[src/core/dio_pkg.sv]
package elp_pkg;

  // ----------------------------------------------------------------
  // Configuration unlock value, device number and activate value
  // ----------------------------------------------------------------
  localparam logic [7:0] ELP_UNLOCK_VALUE = 8'h87;
  localparam logic [7:0] ELP_DEVICE_NUMBER = 8'h08;
  localparam logic [7:0] ELP_ACTIVATE_VALUE = 8'h02;

  // ----------------------------------------------------------------
  // Register offsets
  // ----------------------------------------------------------------
  localparam logic [7:0] ELP_REG_LOGICAL_DEVICE_SELECT = 8'h07;
  localparam logic [7:0] ELP_REG_FUNCTION_ACTIVATE = 8'h30;
  localparam logic [7:0] ELP_REG_LINE_DIRECTION = 8'hE0;
  localparam logic [7:0] ELP_REG_LINE_VALUE = 8'hE1;

  // ----------------------------------------------------------------
  // Reset values
  // ----------------------------------------------------------------
  localparam logic [7:0] ELP_RST_INDEX = 8'h00;
  localparam logic [7:0] ELP_RST_LOGICAL_DEVICE = 8'h00;
  localparam logic [7:0] ELP_RST_FUNCTION_ACTIVATE = 8'h00;
  localparam logic [7:0] ELP_RST_LINE_DIRECTION = 8'hFF;
  localparam logic [7:0] ELP_RST_LINE_VALUE = 8'h00;
  localparam logic [7:0] ELP_RST_READ_DATA = 8'h00;

  // ----------------------------------------------------------------
  // Host port request carrier
  // ----------------------------------------------------------------
  typedef struct packed {
    logic wr;
    logic rd;
    logic sel_data;
    logic [7:0] wdata;
  } elp_req_t;

  // Unlock sequence states
  typedef enum logic [1:0] {
    ELP_LOCKED,
    ELP_HALF_OPEN,
    ELP_OPEN
  } elp_lock_t;

endpackage

[src/core/dio_sync.sv]
`timescale 1ns/100ps
module elp_sync import elp_pkg::*; #(
  parameter int WIDTH = 8
) (
  // Clock and reset
  input wire logic clock_in,
  input wire logic rst_b_in,
  // Asynchronous data in, synchronised data out
  input wire logic [WIDTH-1:0] async_in,
  output logic [WIDTH-1:0] sync_out
);

  logic [WIDTH-1:0] stage_one;

  // Two-stage synchroniser; first stage feeds only the second
  always_ff @(posedge clock_in or negedge rst_b_in) begin
    if (!rst_b_in) begin
      stage_one <= '0;
      sync_out <= '0;
    end else begin
      stage_one <= async_in;
      sync_out <= stage_one;
    end
  end

endmodule

[src/core/dio_port.sv]
`timescale 1ns/100ps
module elp_port import elp_pkg::*; #(
  parameter int LINES = 8
) (
  // Clock and reset
  input wire logic clock_in,
  input wire logic rst_b_in,
  // Host index/data port
  input wire logic host_wr_in,
  input wire logic host_rd_in,
  input wire logic host_sel_data_in,
  input wire logic [7:0] host_wdata_in,
  output logic [7:0] host_rdata_out,
  output logic host_rvalid_out,
  // Digital lines, enable low while driving
  input wire logic [LINES-1:0] digital_line_in,
  output logic [LINES-1:0] digital_line_out,
  output logic [LINES-1:0] digital_line_oe_b_out,
  // Status
  output logic config_open_out
);

  // ----------------------------------------------------------------
  // State
  // ----------------------------------------------------------------
  // Host request and unlock progress
  elp_req_t req;
  elp_lock_t lock_state;
  elp_lock_t next_lock_state;
  // Index, logical device select and configuration registers of our logical device
  logic [7:0] index_reg;
  logic [7:0] logical_device;
  logic [7:0] function_activate;
  logic [7:0] line_direction;
  logic [7:0] output_value_byte;
  // Pin levels after the synchroniser
  logic [LINES-1:0] line_level;

  // ----------------------------------------------------------------
  // Decode wires
  // ----------------------------------------------------------------
  // Strobe qualifiers
  logic port_open;
  logic index_wr;
  logic data_wr;
  logic data_rd;
  logic is_unlock;
  // Register hits on the current index
  logic dev_selected;
  logic dev_wr;
  logic hit_ldn;
  logic hit_act;
  logic hit_dir;
  logic hit_val;
  // Line control and read path
  logic active;
  logic [LINES-1:0] drive_mask;
  logic [LINES-1:0] value_view;
  logic [7:0] read_mux;

  // ----------------------------------------------------------------
  // Decode
  // ----------------------------------------------------------------
  // Bundle the host strobes so the decode reads one carrier
  assign req = '{wr: host_wr_in, rd: host_rd_in, sel_data: host_sel_data_in,
                 wdata: host_wdata_in};

  // Index writes always reach the unlock logic; data writes need an open port
  assign port_open = (lock_state == ELP_OPEN);
  assign index_wr = req.wr && !req.sel_data;
  assign data_wr = req.wr && req.sel_data && port_open;
  assign data_rd = req.rd && req.sel_data;
  assign is_unlock = index_wr && (req.wdata == ELP_UNLOCK_VALUE);

  // Device registers only answer once our logical device is chosen
  assign dev_selected = (logical_device == ELP_DEVICE_NUMBER);
  assign dev_wr = data_wr && dev_selected;
  assign hit_ldn = (index_reg == ELP_REG_LOGICAL_DEVICE_SELECT);
  assign hit_act = (index_reg == ELP_REG_FUNCTION_ACTIVATE);
  assign hit_dir = (index_reg == ELP_REG_LINE_DIRECTION);
  assign hit_val = (index_reg == ELP_REG_LINE_VALUE);

  // A zero direction bit drives its line, but only once the function is active
  assign active = (function_activate == ELP_ACTIVATE_VALUE);
  assign drive_mask = active ? ~line_direction[LINES-1:0] : '0;

  // Inputs show the pin, outputs show the latched level
  assign value_view = (line_level & ~drive_mask) |
    (output_value_byte[LINES-1:0] & drive_mask);

  // Read data selection; closed or unknown reads give zero
  assign read_mux =
    !port_open ? ELP_RST_READ_DATA :
    hit_ldn ? logical_device :
    !dev_selected ? ELP_RST_READ_DATA :
    hit_act ? function_activate :
    hit_dir ? line_direction :
    hit_val ? 8'(value_view) : ELP_RST_READ_DATA;

  // ----------------------------------------------------------------
  // Unlock sequence
  // ----------------------------------------------------------------
  // Two 87 writes in a row open; any other write while
  // half open drops back, so a stray byte cannot unlock
  always_comb begin
    next_lock_state = lock_state;
    unique case (lock_state)
      ELP_LOCKED: begin
        if (is_unlock) begin
          next_lock_state = ELP_HALF_OPEN;
        end
      end
      ELP_HALF_OPEN: begin
        if (is_unlock) begin
          next_lock_state = ELP_OPEN;
        end else if (req.wr) begin
          next_lock_state = ELP_LOCKED;
        end
      end
      ELP_OPEN: begin
        next_lock_state = ELP_OPEN;
      end
    endcase
  end

  // Unlock state; only reset closes the port again
  always_ff @(posedge clock_in or negedge rst_b_in) begin
    if (!rst_b_in) begin
      lock_state <= ELP_LOCKED;
    end else begin
      lock_state <= next_lock_state;
    end
  end

  // ----------------------------------------------------------------
  // Index and configuration registers
  // ----------------------------------------------------------------
  // Index latch; held while closed so unlock bytes never land here
  always_ff @(posedge clock_in or negedge rst_b_in) begin
    if (!rst_b_in) begin
      index_reg <= ELP_RST_INDEX;
    end else if (index_wr && port_open) begin
      index_reg <= req.wdata;
    end
  end

  // Logical device number, writable before our device is chosen
  always_ff @(posedge clock_in or negedge rst_b_in) begin
    if (!rst_b_in) begin
      logical_device <= ELP_RST_LOGICAL_DEVICE;
    end else if (data_wr && hit_ldn) begin
      logical_device <= req.wdata;
    end
  end

  // Device registers, written only with our device selected
  always_ff @(posedge clock_in or negedge rst_b_in) begin
    if (!rst_b_in) begin
      function_activate <= ELP_RST_FUNCTION_ACTIVATE;
      line_direction <= ELP_RST_LINE_DIRECTION;
      output_value_byte <= ELP_RST_LINE_VALUE;
    end else begin
      if (dev_wr && hit_act) begin
        function_activate <= req.wdata;
      end
      if (dev_wr && hit_dir) begin
        line_direction <= req.wdata;
      end
      if (dev_wr && hit_val) begin
        output_value_byte <= req.wdata;
      end
    end
  end

  // ----------------------------------------------------------------
  // Line input synchroniser
  // ----------------------------------------------------------------
  // Pins are asynchronous; reads see them two cycles late
  elp_sync #(
    .WIDTH(LINES)
  ) u_line_sync (
    .clock_in(clock_in),
    .rst_b_in(rst_b_in),
    .async_in(digital_line_in),
    .sync_out(line_level)
  );

  // ----------------------------------------------------------------
  // Outputs, all registered
  // ----------------------------------------------------------------
  // Pins released until the function is active; a half-set
  // direction byte drives only the lines whose bit is zero
  always_ff @(posedge clock_in or negedge rst_b_in) begin
    if (!rst_b_in) begin
      digital_line_out <= '0;
      digital_line_oe_b_out <= '1;
    end else begin
      digital_line_out <= output_value_byte[LINES-1:0];
      digital_line_oe_b_out <= ~drive_mask;
    end
  end

  // Read answer one cycle after the strobe; data holds until the next read
  always_ff @(posedge clock_in or negedge rst_b_in) begin
    if (!rst_b_in) begin
      host_rdata_out <= ELP_RST_READ_DATA;
      host_rvalid_out <= 1'b0;
    end else begin
      host_rvalid_out <= data_rd;
      if (data_rd) begin
        host_rdata_out <= read_mux;
      end
    end
  end

  // Open flag rises with the state, so both agree on every cycle
  always_ff @(posedge clock_in or negedge rst_b_in) begin
    if (!rst_b_in) begin
      config_open_out <= 1'b0;
    end else begin
      config_open_out <= (next_lock_state == ELP_OPEN);
    end
  end

endmodule

[config.mk]
export PLATFORM = sky130hd
export DESIGN_NAME = elp_port
export DESIGN_NICKNAME = d
export VERILOG_FILES = /design/src/core/dio_pkg.sv /design/src/core/dio_sync.sv /design/src/core/dio_port.sv
export SDC_FILE = /design/constraint.sdc
export NUM_CORES = 1
export LEC_CHECK = 0
export ABC_AREA = 1
export BUFFER_PORTS_ARGS = -buffer_cell sky130_fd_sc_hd__clkbuf_2
export CORE_MARGIN = 3
export CORE_UTILIZATION = 30
export DETAILED_ROUTE_END_ITERATION = 10
export PLACE_DENSITY = 0.46
export SYNTH_ARGS = -nofsm -noshare
export SYNTH_HDL_FRONTEND = slang
export SYNTH_HIERARCHICAL = 1
export SYNTH_SLANG_ARGS = --single-unit
[constraint.sdc]
create_clock -name clock_in -period 3.2 [get_ports clock_in]
set_input_delay 0.48 -clock clock_in [delete_from_list [all_inputs] [get_ports clock_in]]
set_output_delay 0.48 -clock clock_in [all_outputs]
set_load 0.01 [all_outputs]
==> flow_summary_export.csv, run 1 <==
group,metric,value,unit
outcome,status,"finished clean",
job,cap_violations,0,
finish,design_area,4350,µm²
yosys,ys_seq_area_share,57.9,%
drt,wl_per_cell,14.1,µm
global_routing,grt_usage,13.7,%
yosys,yosys_most_used_dff,"dfrtp_1",
placed_design,portBuffers,46,
pwr,max-vdd-ir-drop,0.283,mV
clocking,cts_buffers,9,
global_routing,antenna_found_initial,0,
global_routing,grt_pass1_vias,2714,
sta,worst_slew_pin_slew,1.05,ns
yosys,synth_edf_count,0,
sta,relSlewSlack,29.9,%
placed_design,post-place-ws,1.25,ns
yosys,synth_area_per_cell,9.12,µm²
floorplan,chipWidth,117,µm
worst_setup_path,slowest_stage,"nor2_2",
worst_setup_path,worst_path_largest_cell_delay,0.44,ns
worst_setup_path,cp_data_required_time,3.43,ns
floorplan,die_h,117,µm
clocking,clockBufferDepth,2,
clocking,cts_setup_buffers,0,
worst_hold_path,hp-class,"in -> reg",
clocking,clockRootBuffer,"clkbuf_16",
clocking,holdBufCountCts,0,
worst_setup_path,arrival,2.17,ns
finish,synthToLayoutAreaGrowth,18.6,%
clocking,cts_tree,"built",
sta,setup-tns-final,0,ns
worst_setup_path,path_cells,"nor2_1, nand2_2, nor2_2, nand2_2, nor2_1, nor2_1, nand2_1, nand2_1, nand2_1, nand2_1",
worst_setup_path,cp_common_cell,"nand2_1",
yosys,synthCells,402,
global_routing,grt_max_degree,85,
clocking,clock_sinks,84,
sta,finalHoldViolCount,0,
yosys,yosys-top-cells-area,"dfrtp_1 (46%), nand2_1 (13%), dfstp_2 (11%), inv_1 (5.6%), nand3_1 (4.5%)",
floorplan,io_pins,47,
floorplan,num_rows,39,
floorplan,initial_utilization,31.4,%
drt,drt_wl_total,8450,µm
yosys,synth_nets,425,
drt,drt_iter0_markers,187,
pwr,p_sw_share,20.5,%
pwr,power.total,2330,µW
yosys,mappedNetlistArea,3670,µm²
drt,drc,0,
worst_setup_path,worstPathMaxFanout,16,
floorplan,dieArea,13600,µm²
worst_setup_path,crit_path_start_kind,"register",
yosys,synth_area_leader_cell,"dfrtp_1",
clocking,path_clk_slew,0.06,ns
yosys,synth.distinct_cells,30,
pwr,combPwrFrac,2.9,%
finish,drive_above_1_share,23.2,%
pwr,p_seq_share,46.2,%
pwr,p_per_area,537,nW/µm²
global_routing,grt_pass1_wl,14100,µm
pwr,pwr-share-clk,50.9,%
pwr,p_sw,479,µW
drt,vias_per_cell,4.43,
pwr,p_int,1850,µW
sta,rsz0062_at_grt,"false",
pwr,leakage,0.00217,µW
finish,nNetsFinal,475,
clocking,insertion_delay,0.34,ns
worst_setup_path,crit_path_end_kind,"register",
yosys,ys_async_sr_fraction,100,%
placed_design,dp_hpwl,5870,µm
drt,first_pass_iters,4,
sta,setup_violations,0,
yosys,synth_top_area_share,46.4,%
clocking,cts-htree-levels,3,
clocking,cts_resized,0,
global_routing,grt_overflow_total,0,
sta,skew,0.00798,ns
finish,diodes,0,
drt,vias,2655,
placed_design,place_area,4010,µm²
placed_design,gp_congestion,0.766,
floorplan,core_area,11700,µm²
sta,layout_setup_ws,1.26,ns
yosys,ys_ff_latch,84,
sta,finalCritPeriodShare,60.6,%
drt,ant_nets,0,
sta,maxSlewViolCount,0,
sta,fin_crit,1.94,ns
sta,fmax,516,MHz
yosys,ys_warn_count,6,
worst_setup_path,crit_type,"reg -> reg",
==> metrics by stage <==
step	instances	hold WS [ns]	util, %
after floorplan	402	0.184	-
after global placement	584	0.336	34.4
after detailed placement	584	0.335	34.4
after CTS	600	0.237	37.3
after global routing	600	0.243	37.3
final	600	0.246	37.3
==> cells in the final DEF, fill, tap and decap left out, drive strengths merged, types with 2 or more instances in the layout <==
cell type    n
bufinv       3
clkbuf      55
clkinv       2
clkinvlp     2
dfrtp       68
dfstp       16
ha           2
inv         56
nand2      130
nand3       34
nand4        4
nor2        33
nor3         3
nor4         2
o21ai       41
==> worst max-delay path: cells and delay by family, from the launching register on <==
kind | cells | cell delay [ns]
flops | 1 | 0.40
simple gates | 10 | 1.43
==> routing by layer <==
layer | share of wire, % | global-route usage, %
met5 | 0 | 0
met4 | 2.8 | 6.57
met3 | 3.7 | 2.28
met2 | 46 | 21.2
met1 | 48 | 18.8
==> synth_stat cells (4+ instances only) <==
master	instances
inv_1	55
buf_6	6
o21ai_1	4
nand2_1	127
nor2_1	28
dfrtp_1	68
nand3_1	33
o21ai_0	22
o21ai_2	15
dfstp_2	16
==> final timing paths <==
kind / from / end / slack (ns) / cells after the start
max: index_reg[3]$_DFFE_PN0P_ / host_rdata_out[0]$_DFFE_PN0P_ / 1.26 / 10
min reg2reg: u_line_sync/stage_one[3]$_DFF_PN0_ / u_line_sync/sync_out[3]$_DFF_PN0_ / 0.35 / 0
min: digital_line_in[4] / u_line_sync/stage_one[4]$_DFF_PN0_ / 0.25 / 1
max in group asynchronous: rst_b_in / logical_device[3]$_DFFE_PN0P_ / 2.20 / 1
max reg2reg: index_reg[3]$_DFFE_PN0P_ / host_rdata_out[0]$_DFFE_PN0P_ / 1.26 / 10
min in group asynchronous: rst_b_in / u_line_sync/stage_one[4]$_DFF_PN0_ / 0.33 / 1
==> power groups by stage <==
| stage | registers [µW] | clock network, µW | logic, µW |
|---|---|---|---|
| detailed placement | 1100 | 0 | 70.1 |
| floorplan | 1100 | 0 | 21.0 |
| global route | 1080 | 1250 | 78.2 |
| CTS | 1080 | 1210 | 70.3 |
| global placement | 1100 | 0 | 69.7 |
| finish | 1080 | 1190 | 66.5 |
==> kinds of logic after synthesis <==
family                   Yosys count  share of synthesized area [%]
flip-flops                        84                           57.9
adder cells (fa/ha/maj)            2                          0.682
AND/OR/NAND/NOR                  208                           26.0
AO/OA/AOI/OAI                     44                           7.68
buffers and inverters             64                           7.78
==> layout make-up <==
class | instances | area, µm²
inverter | 57 | 214
sequential | 84 | 2120
clock buffer | 10 | 229
fill | 1203 | 7310
multi-input combinational | 254 | 1260
clock inverter | 6 | 114
tap | 143 | 179
timing repair buffer | 46 | 233
Power figures use the tool's default switching activity.
==> inputs of run 2 (changes only) <==
==> constraint.sdc (replaced) <==
create_clock -name clock_in -period 1.8 [get_ports clock_in]
set_input_delay 0.27 -clock clock_in [delete_from_list [all_inputs] [get_ports clock_in]]
set_output_delay 0.27 -clock clock_in [all_outputs]
set_load 0.01 [all_outputs]
==> flow_summary_export.csv, run 2 (synthesized netlist as in run 1, its figures left out) <==
group,metric,value,unit
outcome,status,"finished clean",
sta,hold_ws,0.0326,ns
drt,first_pass_iters,4,
global_routing,grt_pass1_vias,2788,
placed_design,gp_congestion,0.805,
worst_setup_path,slowest_stage,"dfrtp_1",
sta,fmax,617,MHz
finish,drive_above_1_share,24.6,%
sta,rsz0062_at_grt,"false",
worst_setup_path,path_cells,"inv_1, ha_1, nand2_1, nor2_4, nand4_4, nand2_1, o21ai_0",
global_routing,antenna_found_initial,0,
pwr,power.total,3860,µW
pwr,p_per_area,877,nW/µm²
floorplan,die_h,117,µm
sta,worst_slew_pin_slew,0.499,ns
pwr,max-vdd-ir-drop,0.341,mV
worst_setup_path,worstPathMaxFanout,16,
worst_setup_path,crit_path_end_kind,"register",
global_routing,grt_overflow_total,0,
placed_design,dp_hpwl,6440,µm
finish,final_core_util,37.7,%
clocking,clock_sinks,84,
drt,vias,2721,
drt,drt_wl_total,8850,µm
floorplan,initial_utilization,31.4,%
pwr,leakage,0.00220,µW
drt,ant_nets,0,
finish,synthToLayoutAreaGrowth,20.0,%
pwr,pwr-share-clk,46.8,%
worst_setup_path,crit_type,"reg -> reg",
finish,nNetsFinal,486,
drt,wl_per_cell,14.5,µm
job,cap_violations,0,
finish,diodes,0,
sta,fin_crit,1.62,ns
sta,finalCritPeriodShare,90.0,%
clocking,clockRootBuffer,"clkbuf_16",
drt,drt_iter0_markers,108,
floorplan,io_pins,47,
floorplan,core_area,11700,µm²
floorplan,num_rows,39,
clocking,insertion_delay,0.34,ns
drt,drc,0,
worst_setup_path,worst_path_largest_cell_delay,0.38,ns
worst_setup_path,cp_data_required_time,2.01,ns
drt,vias_per_cell,4.45,
finish,mostFrequentLayoutCells,"nand2_1 (126), dfrtp_1 (68), inv_1 (55)",
finish,design_area,4400,µm²
sta,setup_violations,0,
worst_setup_path,arrival,1.83,ns
pwr,p_sw,832,µW
sta,relSlewSlack,66.4,%
global_routing,grt_pass1_wl,14700,µm
finish,fillers,1204,
placed_design,portBuffers,46,
clocking,cts_buffers,9,
clocking,clockBufferDepth,2,
clocking,cts-htree-levels,3,
pwr,p_sw_share,21.6,%
pwr,combPwrFrac,3.5,%
sta,skew,0.00694,ns
worst_hold_path,hp-class,"in -> reg",
worst_setup_path,cp_common_cell,"nand2_1",
sta,setup-tns-final,0,ns
global_routing,grt_usage,14.5,%
worst_setup_path,crit_path_start_kind,"register",
sta,finalHoldViolCount,0,
finish,final_common_cell,"nand2_1",
floorplan,chipWidth,117,µm
clocking,path_clk_slew,0.06,ns
pwr,p_seq_share,49.7,%
placed_design,place_area,4100,µm²
pwr,p_int,3030,µW
clocking,cts_tree,"built",
global_routing,grt_max_degree,33,
floorplan,dieArea,13600,µm²
sta,maxSlewViolCount,0,
[run 2: changes by cell type in the layout (fill, tap and decap cells not counted), sizes merged]
| cell | change |
|---|---|
| clkinvlp | -1 |
| clkbuf | +2 |
| buf | +10 |
| clkinv | +1 |
| dlygate4sd3 | +1 |
| bufinv | -2 |
[run 2: routing by layer]
metal	routed length, µm	GRT usage [%]	up-vias
met5	0	0	-
met4	254	7.11	0
met3	301	2.75	16
met2	4280	23.2	44
met1	4010	18.9	1279
li1	-	-	1382
[run 2: timing repair]
action,4_1_cts,5_1_grt
hold endpoints to repair,21,0
resized for setup,0,2
buffers inserted,0,0
hold buffers,1,0
endpoints found under the setup margin,0,2
[run 2: worst max-delay path, delay by kind of cell (launching register included)]
family	cells	cell delay (ns)
AND/OR/NAND/NOR	4	0.74
AO/OA/AOI/OAI	1	0.08
buffers and inverters	1	0.07
flip-flops	1	0.38
adder cells (fa/ha/maj)	1	0.22
[run 2: final cells by class]
| cell class | count | area [µm²] | area share [%] |
|---|---|---|---|
| Timing Repair Buffer | 57 | 330 | 7.51 |
| Clock inverter | 4 | 51.3 | 1.17 |
| Inverter | 57 | 214 | 4.86 |
| Multi-Input combinational cell | 254 | 1270 | 28.8 |
| Clock buffer | 12 | 236 | 5.37 |
| Tap cell | 143 | 179 | 4.07 |
| Sequential cell | 84 | 2120 | 48.2 |
[run 2: power groups by stage]
stage          Combinational, µW  Sequential [µW]  Clock [µW]
2_1_floorplan               37.3             1950           0
3_3_place_gp                 142             1950           0
3_5_place_dp                 142             1950           0
4_1_cts                      145             1920        1870
5_1_grt                      156             1920        1950
6_report                     136             1920        1810
[run 2: final timing paths]
| path | startpoint | end | slack [ns] | cells past startpoint |
|---|---|---|---|---|
| max in group asynchronous | rst_b_in | logical_device[1]$_DFFE_PN0P_ | 0.80 | 3 |
| setup reg to reg | lock_state[0]$_DFF_PN0_ | function_activate[4]$_DFFE_PN0P_ | 0.18 | 7 |
| min in group asynchronous | rst_b_in | u_line_sync/stage_one[4]$_DFF_PN0_ | 0.41 | 2 |
| hold / removal | digital_line_in[4] | u_line_sync/stage_one[4]$_DFF_PN0_ | 0.03 | 1 |
| hold reg to reg | u_line_sync/stage_one[5]$_DFF_PN0_ | u_line_sync/sync_out[5]$_DFF_PN0_ | 0.35 | 0 |
| setup / recovery | lock_state[0]$_DFF_PN0_ | function_activate[4]$_DFFE_PN0P_ | 0.18 | 7 |
[run 2: through the flow]
| stage | worst slack (ns) | instances |
|---|---|---|
| 4_1_cts | 0.147 | 611 |
| 2_1_floorplan | 0.336 | 402 |
| 6_report | 0.179 | 611 |
| 3_5_place_dp | 0.163 | 594 |
| 3_3_place_gp | 0.195 | 594 |
| 5_1_grt | 0.00195 | 611 |
